## src/logic/asio_pkg.sv

```systemverilog
// Purpose: constants shared by the shared analog/io port block
// Assumes: 32-bit classic wishbone, registers in low byte of each word
// Notes: one word per register, byte addresses below
package asio_pkg;

	localparam int          ASIO_PINS        = 8;
	localparam int          ASIO_ADR_W       = 4;

	localparam logic [3:0]  ASIO_OFS_DIR     = 4'h0;
	localparam logic [3:0]  ASIO_OFS_LATCH   = 4'h4;
	localparam logic [3:0]  ASIO_OFS_FSEL    = 4'h8;

	localparam logic [7:0]  ASIO_RST_DIR     = 8'h00;
	localparam logic [7:0]  ASIO_RST_LATCH   = 8'h08;
	localparam logic [7:0]  ASIO_RST_FSEL    = 8'h10;
	localparam logic [7:0]  ASIO_FSEL_WMASK  = 8'hef;
	localparam logic [7:0]  ASIO_FSEL_FIXED1 = 8'h10;

	localparam int          ASIO_BIT_PIN7    = 7;
	localparam int          ASIO_BIT_PIN6    = 6;
	localparam int          ASIO_BIT_PIN5    = 5;
	localparam int          ASIO_BIT_RSVD    = 4;
	localparam int          ASIO_BIT_SRC_HI  = 3;
	localparam int          ASIO_BIT_SRC_LO  = 2;
	localparam int          ASIO_BIT_EDGE    = 1;
	localparam int          ASIO_BIT_TRIGEN  = 0;

	localparam logic        ASIO_TDI_IDLE    = 1'b1;
	localparam logic        ASIO_EDGE_FALL   = 1'b0;

	typedef enum logic [1:0] {
		ASIO_SRC_PIN    = 2'b00,
		ASIO_SRC_TIMER0 = 2'b01,
		ASIO_SRC_TIMER1 = 2'b10,
		ASIO_SRC_RSVD   = 2'b11
	} asio_src_e;

endpackage : asio_pkg

```

## src/logic/asio_dec_if.sv

```systemverilog
// Purpose: carries converter channel settings to the analog decoder
// Assumes: converter settings are on the block clock
// Notes: analog holds one flag per port pin
`timescale 1ns/1ps
interface asio_dec_if;
	logic [3:0] channel_sel;
	logic       scan_mode;
	logic [7:0] analog;

	modport src (output channel_sel, output scan_mode, input analog);
	modport dec (input channel_sel, input scan_mode, output analog);
endinterface : asio_dec_if

```

## src/logic/asio_port.sv

```systemverilog
// Purpose: eight-pin port shared with analog inputs and timer disable inputs
// Assumes: pins and the trigger pin are asynchronous; converter and timers on clk_i
// Notes: registers on classic wishbone, one cycle to ack
// Summary of operation
// - as general io, direction bit 1 drives the pin, 0 makes it input.
// - software-written output values for eight pins are held in a latch.
// - latch read returns latched value where direction bit is 1.
// - latch read returns live pin level where direction bit is 0.
// - pins selected as analog inputs read as 0.
// - function bit 7 set makes pin 7 analog 15 or timer disable 1.
// - function bit 6 set makes pin 6 analog 14 or timer disable 0.
// - function bit 5 set makes pin 5 analog or second timer disable input.
// - function register bit 4 is reserved and always reads 1.
// - bits 3:2 pick start source: pin, timer 0, timer 1, reserved.
// - bit 1 picks trigger edge: 0 falling, 1 rising.
// - bit 0 makes neighbour pin 0 the external conversion trigger.
// - pin 7 analog for channel 15 in any scan; else function, else direction.
// - pin 6 analog for channel 14, or scan up to 15; else function, direction.
`timescale 1ns/1ps
module asio_port (
	input  wire logic        clk_i,
	input  wire logic        reset_i,
	input  wire logic        ce_i,
	input  wire logic        wb_cyc_i,
	input  wire logic        wb_stb_i,
	input  wire logic        wb_we_i,
	input  wire logic [3:0]  wb_adr_i,
	input  wire logic [3:0]  wb_sel_i,
	input  wire logic [31:0] wb_dat_i,
	output logic      [31:0] wb_dat_o,
	output logic             wb_ack_o,
	input  wire logic [7:0]  pin_in_i,
	output logic      [7:0]  pin_out_o,
	output logic      [7:0]  pin_oe_n_o,
	input  wire logic [3:0]  channel_sel_i,
	input  wire logic        scan_mode_i,
	output logic      [7:0]  analog_sel_o,
	output logic             timer_disable_input_1_o,
	output logic             timer_disable_input_0_o,
	output logic             second_timer_disable_input_o,
	input  wire logic        neighbour_port_pin0_i,
	output logic             trigger_pin_enable_o,
	input  wire logic        timer0_start_i,
	input  wire logic        timer1_start_i,
	output logic             conversion_start_o
);

	logic [7:0]  pin_direction_ff;
	logic [7:0]  pin_output_latch_ff;
	logic [7:0]  pin_function_select_ff;
	logic [7:0]  pin_meta_ff;
	logic [7:0]  pin_sync_ff;
	logic        trig_meta_ff;
	logic        trig_sync_ff;
	logic        trig_prev_ff;
	logic        ack_ff;
	logic [31:0] rdata_ff;
	logic [7:0]  pin_out_ff;
	logic [7:0]  oe_n_ff;
	logic [7:0]  analog_ff;
	logic        tdi1_ff;
	logic        tdi0_ff;
	logic        tdi2_ff;
	logic        trigen_ff;
	logic        start_ff;

	logic        bus_req;
	logic        wr_en;
	logic        wr_dir;
	logic        wr_latch;
	logic        wr_fsel;
	logic [7:0]  analog;
	logic [7:0]  timer_sel;
	logic [7:0]  gpio_drive;
	logic [7:0]  latch_view;
	logic [7:0]  nxt_rdata;
	logic        nxt_start;
	logic        ext_edge;
	asio_pkg::asio_src_e src;

	asio_dec_if dec_bus ();

	assign dec_bus.channel_sel = channel_sel_i;
	assign dec_bus.scan_mode   = scan_mode_i;
	assign analog              = dec_bus.analog;

	asio_decode u_decode (
		.dec (dec_bus)
	);

	// bus request decode
	// ack_ff low is part of the take, so a held request is answered every other cycle
	assign bus_req = wb_cyc_i && wb_stb_i && !ack_ff;
	assign wr_en   = bus_req && wb_we_i && wb_sel_i[0];

	// address match for one register word
	function automatic logic asio_hit(input logic [3:0] adr, input logic [3:0] ofs);
		return adr == ofs;
	endfunction : asio_hit

	// per-register write strobes
	always_comb begin
		wr_dir   = wr_en && asio_hit(wb_adr_i, asio_pkg::ASIO_OFS_DIR);
		wr_latch = wr_en && asio_hit(wb_adr_i, asio_pkg::ASIO_OFS_LATCH);
		wr_fsel  = wr_en && asio_hit(wb_adr_i, asio_pkg::ASIO_OFS_FSEL);
	end

	// pin input synchroniser
	always_ff @(posedge clk_i or posedge reset_i) begin
		if (reset_i) begin
			pin_meta_ff <= 8'h00;
			pin_sync_ff <= 8'h00;
		end else if (ce_i) begin
			pin_meta_ff <= pin_in_i;
			pin_sync_ff <= pin_meta_ff;
		end
	end

	// trigger pin synchroniser and edge history
	// history resets low; trigger enable is low then too, so no false start
	always_ff @(posedge clk_i or posedge reset_i) begin
		if (reset_i) begin
			trig_meta_ff <= 1'b0;
			trig_sync_ff <= 1'b0;
			trig_prev_ff <= 1'b0;
		end else if (ce_i) begin
			trig_meta_ff <= neighbour_port_pin0_i;
			trig_sync_ff <= trig_meta_ff;
			trig_prev_ff <= trig_sync_ff;
		end
	end

	// direction register
	always_ff @(posedge clk_i or posedge reset_i) begin
		if (reset_i) begin
			pin_direction_ff <= asio_pkg::ASIO_RST_DIR;
		end else if (ce_i && wr_dir) begin
			pin_direction_ff <= wb_dat_i[7:0];
		end
	end

	// output data latch
	always_ff @(posedge clk_i or posedge reset_i) begin
		if (reset_i) begin
			pin_output_latch_ff <= asio_pkg::ASIO_RST_LATCH;
		end else if (ce_i && wr_latch) begin
			pin_output_latch_ff <= wb_dat_i[7:0];
		end
	end

	// function select register, reserved bit held at 1
	always_ff @(posedge clk_i or posedge reset_i) begin
		if (reset_i) begin
			pin_function_select_ff <= asio_pkg::ASIO_RST_FSEL;
		end else if (ce_i && wr_fsel) begin
			pin_function_select_ff <= (wb_dat_i[7:0] & asio_pkg::ASIO_FSEL_WMASK)
			                          | asio_pkg::ASIO_FSEL_FIXED1;
		end
	end

	// timer input selection on the upper pins
	always_comb begin
		timer_sel = 8'h00;
		timer_sel[asio_pkg::ASIO_BIT_PIN7] = pin_function_select_ff[asio_pkg::ASIO_BIT_PIN7];
		timer_sel[asio_pkg::ASIO_BIT_PIN6] = pin_function_select_ff[asio_pkg::ASIO_BIT_PIN6];
		timer_sel[asio_pkg::ASIO_BIT_PIN5] = pin_function_select_ff[asio_pkg::ASIO_BIT_PIN5];
	end

	// analog first, then timer input, then direction
	always_comb begin
		gpio_drive = 8'h00;
		for (int i = 0; i < asio_pkg::ASIO_PINS; i++) begin
			if (analog[i] || timer_sel[i]) begin
				gpio_drive[i] = 1'b0;
			end else begin
				gpio_drive[i] = pin_direction_ff[i];
			end
		end
	end

	// data latch read view
	genvar g;
	generate
		for (g = 0; g < 8; g++) begin : g_view
			assign latch_view[g] = analog[g] ? 1'b0 :
			                       pin_direction_ff[g] ? pin_output_latch_ff[g]
			                                           : pin_sync_ff[g];
		end
	endgenerate

	// read mux, direction reads as zero
	always_comb begin
		nxt_rdata = 8'h00;
		case (wb_adr_i)
			asio_pkg::ASIO_OFS_DIR: begin
				nxt_rdata = 8'h00;
			end
			asio_pkg::ASIO_OFS_LATCH: begin
				nxt_rdata = latch_view;
			end
			asio_pkg::ASIO_OFS_FSEL: begin
				nxt_rdata = pin_function_select_ff | asio_pkg::ASIO_FSEL_FIXED1;
			end
			default: begin
				nxt_rdata = 8'h00;
			end
		endcase
	end

	// wishbone answer, read data held until the next read
	always_ff @(posedge clk_i or posedge reset_i) begin
		if (reset_i) begin
			ack_ff   <= 1'b0;
			rdata_ff <= 32'h00000000;
		end else if (ce_i) begin
			ack_ff <= bus_req;
			if (bus_req && !wb_we_i) begin
				rdata_ff <= {24'h000000, nxt_rdata};
			end
		end
	end

	// pin drivers
	// outputs lag the registers by one edge
	always_ff @(posedge clk_i or posedge reset_i) begin
		if (reset_i) begin
			pin_out_ff <= asio_pkg::ASIO_RST_LATCH;
			oe_n_ff    <= 8'hff;
			analog_ff  <= 8'h00;
		end else if (ce_i) begin
			pin_out_ff <= pin_output_latch_ff;
			oe_n_ff    <= ~gpio_drive;
			analog_ff  <= analog;
		end
	end

	// timer disable level: synced pin when selected and not analog, else idle
	function automatic logic asio_tdi(input logic sel, input logic an, input logic lvl);
		return (sel && !an) ? lvl : asio_pkg::ASIO_TDI_IDLE;
	endfunction : asio_tdi

	// timer disable inputs, idle when not selected or pin is analog
	always_ff @(posedge clk_i or posedge reset_i) begin
		if (reset_i) begin
			tdi1_ff <= asio_pkg::ASIO_TDI_IDLE;
			tdi0_ff <= asio_pkg::ASIO_TDI_IDLE;
			tdi2_ff <= asio_pkg::ASIO_TDI_IDLE;
		end else if (ce_i) begin
			tdi1_ff <= asio_tdi(timer_sel[7], analog[7], pin_sync_ff[7]);
			tdi0_ff <= asio_tdi(timer_sel[6], analog[6], pin_sync_ff[6]);
			tdi2_ff <= asio_tdi(timer_sel[5], analog[5], pin_sync_ff[5]);
		end
	end

	// external trigger edge
	assign ext_edge = (pin_function_select_ff[asio_pkg::ASIO_BIT_EDGE] == asio_pkg::ASIO_EDGE_FALL)
	                  ? (trig_prev_ff && !trig_sync_ff)
	                  : (!trig_prev_ff && trig_sync_ff);

	// start source field
	assign src = asio_pkg::asio_src_e'(pin_function_select_ff[asio_pkg::ASIO_BIT_SRC_HI:
	                                                          asio_pkg::ASIO_BIT_SRC_LO]);

	// start source select
	// reserved source never starts a conversion
	always_comb begin
		nxt_start = 1'b0;
		case (src)
			asio_pkg::ASIO_SRC_PIN: begin
				nxt_start = ext_edge && pin_function_select_ff[asio_pkg::ASIO_BIT_TRIGEN];
			end
			asio_pkg::ASIO_SRC_TIMER0: begin
				nxt_start = timer0_start_i;
			end
			asio_pkg::ASIO_SRC_TIMER1: begin
				nxt_start = timer1_start_i;
			end
			default: begin
				nxt_start = 1'b0;
			end
		endcase
	end

	// conversion start and trigger pin function
	always_ff @(posedge clk_i or posedge reset_i) begin
		if (reset_i) begin
			start_ff  <= 1'b0;
			trigen_ff <= 1'b0;
		end else if (ce_i) begin
			start_ff  <= nxt_start;
			trigen_ff <= pin_function_select_ff[asio_pkg::ASIO_BIT_TRIGEN];
		end
	end

	assign wb_dat_o                     = rdata_ff;
	assign wb_ack_o                     = ack_ff;
	assign pin_out_o                    = pin_out_ff;
	assign pin_oe_n_o                   = oe_n_ff;
	assign analog_sel_o                 = analog_ff;
	assign timer_disable_input_1_o      = tdi1_ff;
	assign timer_disable_input_0_o      = tdi0_ff;
	assign second_timer_disable_input_o = tdi2_ff;
	assign trigger_pin_enable_o         = trigen_ff;
	assign conversion_start_o           = start_ff;

endmodule : asio_port

```

## src/logic/asio_decode.sv

```systemverilog
// Purpose: decodes which port pins the converter is using as analog inputs
// Assumes: channel_sel[3] picks the upper bank of eight channels
// Notes: scan covers a group of four up to the selected channel
`timescale 1ns/1ps
module asio_decode (
	asio_dec_if.dec dec
);

	function automatic logic asio_is_analog(input logic [3:0] ch, input logic scan,
	                                        input logic [2:0] pin);
		logic single;
		logic grouped;
		single  = (ch[2:0] == pin);
		grouped = scan && (ch[2] == pin[2]) && (ch[1:0] >= pin[1:0]);
		return ch[3] && (single || grouped);
	endfunction : asio_is_analog

	genvar g;
	generate
		for (g = 0; g < 8; g++) begin : g_pin
			// analog flag per pin
			assign dec.analog[g] = asio_is_analog(dec.channel_sel, dec.scan_mode, 3'(g));
		end
	endgenerate

endmodule : asio_decode

```

## config.mk

```make
export PLATFORM = sky130hd
export DESIGN_NAME = asio_port
export DESIGN_NICKNAME = d
export VERILOG_FILES = /design/src/logic/asio_pkg.sv /design/src/logic/asio_dec_if.sv /design/src/logic/asio_port.sv /design/src/logic/asio_decode.sv
export SDC_FILE = /design/constraint.sdc
export NUM_CORES = 1
export LEC_CHECK = 0
export BUFFER_PORTS_ARGS = -buffer_cell sky130_fd_sc_hd__buf_4
export CAP_MARGIN = 20
export CORE_ASPECT_RATIO = 1.2
export CORE_UTILIZATION = 45
export DETAILED_ROUTE_END_ITERATION = 6
export HOLD_SLACK_MARGIN = 0.03
export PLACE_DENSITY = 0.71
export SLEW_MARGIN = 10
export SYNTH_ARGS = -nofsm -noshare
export SYNTH_HDL_FRONTEND = slang
export SYNTH_SLANG_ARGS = --single-unit
```

## constraint.sdc

```tcl
create_clock -name clk_i -period 6.1 [get_ports clk_i]
set_clock_uncertainty 0.2 [all_clocks]
set_input_delay 0.305 -clock clk_i [delete_from_list [all_inputs] [get_ports clk_i]]
set_output_delay 0.305 -clock clk_i [all_outputs]
set_load 0.01 [all_outputs]
```

==> qor.json, run 1 <==
{
  "total_via_count_after_detailed_routing": 2352,
  "maxcap_viol_count": 0,
  "timing.critical_path.cells": "buf_4 > nand4b_4 > or2_4 > nor2b_1 > mux2_2",
  "worst_hold_check_path_type": "in -> async",
  "layout.nets": 426,
  "cts-root-to-sink-buffers": 2,
  "synth_commonest_cells": "67 x sky130_fd_sc_hd__dfrtp_1, 59 x sky130_fd_sc_hd__mux2_2, 26 x sky130_fd_sc_hd__buf_4, 19 x sky130_fd_sc_hd__nand2_1, 15 x sky130_fd_sc_hd__nor2_1",
  "ys_types": 35,
  "detail_route.drc_violations": 0,
  "io_pins": 124,
  "first_pass_iteration_count_of_the_detailed_router": 4,
  "cp_slowest_cell": "sky130_fd_sc_hd__nor2b_1",
  "critPathRequiredTime_ps": 6120,
  "grt_setup_unrepaired": "false",
  "critical_path.endpoint_type": "register",
  "routed_wirelength_um": 6930,
  "drive_above_1_share_pct": 45.3,
  "dpl.hpwl_um": 4750,
  "synth-seq-cells": 80,
  "post-synth-top-count-cell": "sky130_fd_sc_hd__dfrtp_1",
  "ys_warn_count": 0,
  "clock_insertion_delay_worst_skew_ps": 340,
  "post_cts_resize_count": 0,
  "postPlaceCellArea_sq_um": 4090,
  "cell_taking_the_most_area_after_synthesis": "sky130_fd_sc_hd__dfrtp_1",
  "antenna_cells": 0,
  "route.detailed.vias_per_inst": 5.10,
  "rows": 35,
  "setup-violations-final": 0,
  "final-hold-violation-count": 0,
  "global_route_wire_length_before_repair_um": 11700,
  "grt-ovfl-total": 0,
  "portion_of_the_clock_cycle_consumed_by_the_worst_path_in_the_final_layout_pct": 38.5,
  "number_of_drc_violations_after_detailed_routing_iteration_0": 191,
  "critical_path.top_delay_family": "simple AND/OR/NAND/NOR gates",
  "hold_buf_cts": 17,
  "synth_edf_count": 0,
  "cts-htree-levels": 3,
  "timing_max_transition_violations_final": 0,
  "yosysTopAreaCellShare_pct": 47.2,
  "timing.fmax_ghz": 0.426,
  "number_of_global_route_vias_before_repair": 2311,
  "mappedNetlistArea_sq_um": 3550,
  "synth_flop_cell": "sky130_fd_sc_hd__dfrtp_1",
  "stdcell_area_sq_um": 4450,
  "clock_sinks": 80,
  "max-vdd-ir-drop_mv": 0.118,
  "power.density_cell_area_nw_per_um2": 261,
  "seq_area_frac_synth_pct": 56.9,
  "place_congestion": 0.768,
  "maximum_fanout_along_the_worst_path": 62,
  "syn_avg_cell_area_sq_um": 13.1,
  "timing_worst_setup_path_type": "in -> reg",
  "layout.filler_cells": 639,
  "die_h_um": 99.3,
  "cts_made_buffers": 9,
  "synthCells": 272,
  "crit_arrival_ps": 2370,
  "floorplan.die_area_sq_um": 8250,
  "result_of_the_run": "finished clean",
  "tns_ps": 0,
  "io_buffers": 72,
  "fp.dieW_um": 83.1,
  "fp.coreArea_sq_um": 7660,
  "synthTopCellsByArea": "sky130_fd_sc_hd__dfrtp_1 47%, sky130_fd_sc_hd__mux2_2 19%, sky130_fd_sc_hd__dfstp_2 9.6%",
  "starting_density_of_the_core_pct": 46.3,
  "area_delta_synth_final_pct": 25.3,
  "cts_tree": "done",
  "wl_per_cell_um": 15.0,
  "pin_count_of_the_biggest_net_entering_global_routing": 81,
  "grt_antenna_before_repair": 0,
  "slew_headroom_pct": 33.8,
  "grt_use_total_pct": 18.1,
  "post_layout_nonfiller_instances": 461,
  "asyncSetResetFlopFracSynth_pct": 100,
  "final_period_minus_worst_setup_slack_ps": 2350,
  "worstMarginPinSlew_ps": 993,
  "number_of_buffer_and_inverter_instances_along_the_worst_setup_path": 1,
  "placedCellCount": 428,
  "clkTransAtPathRegs_ps": 80,
  "leakage_nw": 2.07,
  "startpoint_type": "primary input",
  "detail_route_antenna_nets": 0,
  "cts.repair_timing.setup_buffer_count": 0,
  "cts_root_buffer": "sky130_fd_sc_hd__clkbuf_8",
  "crit_path_max_incr_delay_ps": 580
}
## cell usage in the layout (no fill, tap or decap), types with 2 or more instances in the layout
| cell type | Yosys | final |
|---|---|---|
| sky130_fd_sc_hd__buf_4 | 26 | 74 |
| sky130_fd_sc_hd__dfrtp_1 | 67 | 67 |
| sky130_fd_sc_hd__mux2_2 | 59 | 59 |
| sky130_fd_sc_hd__conb_1 | 1 | 24 |
| sky130_fd_sc_hd__nand2_1 | 19 | 19 |
| sky130_fd_sc_hd__dlygate4sd3_1 | 0 | 17 |
| sky130_fd_sc_hd__nor2_1 | 15 | 15 |
| sky130_fd_sc_hd__dfstp_2 | 13 | 13 |
| sky130_fd_sc_hd__clkbuf_8 | 0 | 10 |
| sky130_fd_sc_hd__mux2i_1 | 9 | 9 |
| sky130_fd_sc_hd__inv_1 | 7 | 6 |
| sky130_fd_sc_hd__o311ai_0 | 5 | 5 |
| sky130_fd_sc_hd__o21a_1 | 5 | 5 |
| sky130_fd_sc_hd__a31oi_1 | 5 | 5 |
| sky130_fd_sc_hd__o32a_1 | 5 | 5 |
| sky130_fd_sc_hd__a21oi_1 | 3 | 3 |
| sky130_fd_sc_hd__o22a_1 | 3 | 3 |
| sky130_fd_sc_hd__clkbuf_1 | 7 | 3 |
| sky130_fd_sc_hd__nor3_1 | 2 | 2 |
| sky130_fd_sc_hd__nand2b_1 | 2 | 2 |
| sky130_fd_sc_hd__o21ai_0 | 2 | 2 |
| sky130_fd_sc_hd__nand3_1 | 2 | 2 |
## through the flow
stage | setup WS (ps) | hold WS (ps) | power [W] | util (%)
3_5_place_dp | 3400 | 256 | 0.000782 | 53.3
5_1_grt | 3630 | 67.7 | 0.00121 | 58.0
3_3_place_gp | 3400 | 243 | 0.000777 | 53.3
2_1_floorplan | 3560 | 228 | 0.000713 | -
6_report | 3750 | 60.2 | 0.00116 | 58.0
4_1_cts | 3730 | 44.1 | 0.00117 | 58.0
## cell families (layout without fill, tap and decap cells)
kind of cell / count (synthesis) / after routing / share of synthesized area, %
AND/OR/NAND/NOR: 51 / 51 / 7.68
buffers and inverters: 40 / 114 / 6.98
other: 1 / 24 / 0.106
AO/OA/AOI/OAI: 32 / 32 / 7.12
flip-flops: 80 / 80 / 56.9
multiplexers: 68 / 68 / 21.3
## routing by layer
layer	global-route usage, %	up-vias	wire length, um
li1	-	1099	-
met1	24.9	1172	3220
met2	28.3	73	3340
met3	3.98	8	260
met4	6.90	0	116
met5	0	-	0
## area by class of cell
cell class,count,area (sq um),share of cell area [%]
sequential,80,2020,45.4
clock buffer,13,149,3.35
tap,92,115,2.59
multi-input combinational,175,1370,30.8
clock inverter,3,42.5,0.957
timing repair buffer,91,726,16.3
inverter,7,26.3,0.591
## worst reg2reg max path: stages (launching register included)
cell and delay, ps:
sky130_fd_sc_hd__dfrtp_1 400, sky130_fd_sc_hd__nand4b_4 190, sky130_fd_sc_hd__or2_4 310, sky130_fd_sc_hd__nor2b_1 580, sky130_fd_sc_hd__mux2_2 410
## registers in the layout, summed over array words and instances, names as in the netlist, 7 cells and up
register                flops
pin_sync_ff                 8
pin_function_select_ff      7
pin_meta_ff                 8
analog_sel_o                8
pin_out_o                   8
wb_dat_o                    8
pin_output_latch_ff         8
pin_direction_ff            8
pin_oe_n_o                  8
## report_power, final
part | switching (W) | internal, W
combinational | 0.0000762 | 0.0000936
clock | 0.000179 | 0.000200
sequential | 0.0000307 | 0.000578
## path summary, 6_finish.rpt
kind	to	start	slack [ps]	depth (start not counted)
setup / recovery	pin_function_select_ff[1]	ce_i	3750	5
hold / removal	wb_ack_o	reset_i	60	3
setup reg to reg	pin_function_select_ff[1]	wb_ack_o	3890	4
hold reg to reg	pin_oe_n_o[3]	pin_direction_ff[3]	260	1
max in group asynchronous	analog_sel_o[0]	reset_i	4970	3
min in group clk_i	wb_dat_o[4]	wb_we_i	60	3
No activity file was read; power rests on OpenSTA's default activity.
==> run 2, diff against run 1 <==
--- a/config.mk
+++ b/config.mk
@@ -11,7 +11,7 @@
 export CORE_UTILIZATION = 45
 export DETAILED_ROUTE_END_ITERATION = 6
 export HOLD_SLACK_MARGIN = 0.03
-export PLACE_DENSITY = 0.71
+export PLACE_DENSITY = 0.74
 export SLEW_MARGIN = 10
 export SYNTH_ARGS = -nofsm -noshare
 export SYNTH_HDL_FRONTEND = slang
==> constraint.sdc (replaced) <==
create_clock -name clk_i -period 1.97 [get_ports clk_i]
set_clock_uncertainty 0.2 [all_clocks]
set_input_delay 0.0985 -clock clk_i [delete_from_list [all_inputs] [get_ports clk_i]]
set_output_delay 0.0985 -clock clk_i [all_outputs]
set_load 0.01 [all_outputs]
==> run 2 against run 1 <==
Sequential cell count did not move. Worst setup slack got worse by 3700 ps. First-iteration DRC count up 7.3%. Largest power group unchanged. Highest routed layer unchanged.
==> qor.json, run 2 (synthesis results as in run 1) <==
{
  "starting_density_of_the_core": {"value": 46.3, "unit": "%", "change": "unchanged"},
  "first_pass_iteration_count_of_the_detailed_router": {"value": 4, "change": "unchanged"},
  "launch_point_of_the_worst_path": "wb_ack_o",
  "power.density_cell_area": {"value": 799, "unit": "nW/um^2", "change": "+210%"},
  "grt_antenna_before_repair": {"value": 0, "change": "unchanged"},
  "io_buffers": {"value": 72, "change": "unchanged"},
  "clock_sinks": {"value": 80, "change": "unchanged"},
  "fp.coreArea": {"value": 7660, "unit": "sq um", "change": "unchanged"},
  "crit_arrival": {"value": 1930, "unit": "ps", "change": "-440 ps"},
  "clock_insertion_delay_worst_skew": {"value": 350, "unit": "ps", "change": "about the same"},
  "post_layout_nonfiller_instances": {"value": 484, "change": "+5.0%"},
  "portion_of_the_clock_cycle_consumed_by_the_worst_path_in_the_final_layout_pct": 96.2,
  "dpl.hpwl": {"value": 4920, "unit": "um", "change": "+3.4%"},
  "leakage": {"value": 2.19, "unit": "nW", "change": "+5.8%"},
  "slew_headroom": {"value": 52.5, "unit": "%", "change": "+19 points"},
  "cp_slowest_cell": "sky130_fd_sc_hd__dfrtp_1",
  "io_pins": {"value": 124, "change": "unchanged"},
  "worst-r2r-setup-slack": {"value": 70, "unit": "ps", "change": "-3820 ps"},
  "crit_end": "pin_direction_ff[3]",
  "total_via_count_after_detailed_routing": {"value": 2487, "change": "+5.7%"},
  "route.detailed.vias_per_inst": {"value": 5.14, "change": "+0.71%"},
  "worstMarginPinSlew": {"value": 713, "unit": "ps", "change": "-280 ps"},
  "wl_per_cell": {"value": 15.4, "unit": "um", "change": "+2.3%"},
  "critical_path.endpoint_type": "register",
  "layout.cells.most_common": "sky130_fd_sc_hd__buf_4",
  "cts_made_buffers": {"value": 9, "change": "unchanged"},
  "die_h": {"value": 99.3, "unit": "um", "change": "unchanged"},
  "dpl_worst_slack": {"value": 37.7, "unit": "ps", "change": "-3360 ps"},
  "result_of_the_run": "finished clean",
  "number_of_drc_violations_after_detailed_routing_iteration_0": {"value": 205, "change": "+7.3%"},
  "grt_setup_unrepaired": "false",
  "timing_max_transition_violations_final": {"value": 0, "change": "unchanged"},
  "cts-root-to-sink-buffers": {"value": 2, "change": "unchanged"},
  "cts-htree-levels": {"value": 3, "change": "unchanged"},
  "setup-violations-final": {"value": 0, "change": "unchanged"},
  "number_of_global_route_vias_before_repair": {"value": 2388, "change": "+3.3%"},
  "rows": {"value": 35, "change": "unchanged"},
  "layout.nets": {"value": 449, "change": "+5.4%"},
  "drive_above_1_share": {"value": 45.7, "unit": "%", "change": "+0.41 points"},
  "layout_common_cells": "80 x sky130_fd_sc_hd__buf_4, 67 x sky130_fd_sc_hd__dfrtp_1, 59 x sky130_fd_sc_hd__mux2_2",
  "reg2regPathDepth": {"value": 5, "change": "+1"},
  "pin_count_of_the_biggest_net_entering_global_routing": {"value": 81, "change": "unchanged"},
  "tns": {"value": 0, "unit": "ps", "change": "unchanged"},
  "detail_route.drc_violations": {"value": 0, "change": "unchanged"},
  "place_congestion": {"value": 0.750, "change": "-2.4%"},
  "area_delta_synth_final_pct": 33.3,
  "clkTransAtPathRegs": {"value": 80, "unit": "ps", "change": "about the same"},
  "r2r_end": "pin_direction_ff[3]",
  "critPathRequiredTime": {"value": 2010, "unit": "ps", "change": "-4110 ps"},
  "timing_worst_setup_path_type": "reg -> reg",
  "crit_path_max_incr_delay": {"value": 390, "unit": "ps", "change": "-190 ps"},
  "max-vdd-ir-drop": {"value": 0.384, "unit": "mV", "change": "+220%"},
  "final_period_minus_worst_setup_slack_ps": 1900,
  "grt_use_total": {"value": 18.6, "unit": "%", "change": "+0.52 points"},
  "startpoint_type": "register",
  "placedCellCount": {"value": 435, "change": "+1.6%"},
  "cts_tree": "done",
  "timing.fmax_ghz": 0.527,
  "grt-ovfl-total": {"value": 0, "change": "unchanged"},
  "routed_wirelength": {"value": 7440, "unit": "um", "change": "+7.4%"},
  "worst_hold_check_path_type": "in -> reg",
  "maxcap_viol_count": {"value": 0, "change": "unchanged"},
  "global_route_wire_length_before_repair": {"value": 12000, "unit": "um", "change": "+2.6%"},
  "maximum_fanout_along_the_worst_path": {"value": 8, "change": "-87%"},
  "timing.critical_path.cells": "nand4b_4 > or2_4 > nor3b_4 > buf_12 > mux2_2",
  "detail_route_antenna_nets": {"value": 0, "change": "unchanged"},
  "reg2reg_launch_point": "wb_ack_o",
  "final-hold-violation-count": {"value": 0, "change": "unchanged"},
  "fp.dieW": {"value": 83.1, "unit": "um", "change": "unchanged"},
  "cts_root_buffer": "sky130_fd_sc_hd__clkbuf_8",
  "setup_ws": {"value": 74.0, "unit": "ps", "change": "-3680 ps"},
  "antenna_cells": {"value": 0, "change": "unchanged"},
  "floorplan.die_area": {"value": 8250, "unit": "sq um", "change": "unchanged"}
}
## run 2: changes by cell type in the layout (fill, tap and decap cells not counted), moves of 2 or more
cell                            before  now
sky130_fd_sc_hd__dlygate4sd3_1      17   31
sky130_fd_sc_hd__clkbuf_1            3    1
sky130_fd_sc_hd__buf_12              0    2
sky130_fd_sc_hd__clkinvlp_4          1    3
sky130_fd_sc_hd__buf_4              74   80
## run 2: through the flow
step                      util (%)  total power, W  instance area [sq um]  hold WS (ps)
after detailed placement      54.4         0.00243                   4170          55.3
after CTS                     61.4         0.00381                   4710          57.5
after floorplan                  -         0.00221                   3640          50.1
after global placement        54.4         0.00241                   4170          51.2
final                         61.8         0.00378                   4730          71.5
after global routing          61.8         0.00395                   4730           106
## run 2: cell type report
| cell class | instances | area [sq um] |
|---|---|---|
| Clock inverter | 5 | 80.1 |
| Inverter | 7 | 30.0 |
| Clock buffer | 11 | 141 |
| Timing Repair Buffer | 114 | 963 |
| Multi-Input combinational cell | 175 | 1390 |
| Sequential cell | 80 | 2020 |
| Tap cell | 92 | 115 |
| Fill cell | 584 | 2930 |
## run 2: repair_timing
item | 4_1_cts | 5_1_grt
gates resized for setup | 0 | 4
hold buffers | 32 | 0
hold endpoints to repair | 123 | 0
setup endpoints to repair | 0 | 20
buffers inserted | 0 | 1
## run 2: critical path, delay by kind of cell (launching register included)
family,cells,cell delay [ps]
AND/OR/NAND/NOR,3,710
multiplexers,1,330
flip-flops,1,390
buffers and inverters,1,160
## run 2: power by group
group	switching [W]	internal, W
Sequential	0.0000985	0.00179
Clock	0.000582	0.000747
Combinational	0.000245	0.000318
## run 2: how the worst min path moves through the flow
stage	from	to	slack (ps)	cells past startpoint
after global placement	reset_i	trig_meta_ff	50	3
final	wb_adr_i[3]	wb_dat_o[2]	70	5
after floorplan	wb_dat_i[0]	pin_function_select_ff[0]	50	1
after detailed placement	reset_i	trig_meta_ff	60	3
after global routing	wb_adr_i[3]	wb_dat_o[2]	110	5
after CTS	wb_adr_i[3]	wb_dat_o[2]	60	5
## run 2: layer usage
layer / GRT usage (%) / up-vias / share of wire [%]
met1: 24.5 / 1238 / 44
met2: 29.8 / 88 / 50
met4: 10.3 / 0 / 2.4
met5: 0 / - / 0
li1: - / 1146 / -
met3: 2.90 / 15 / 4.1
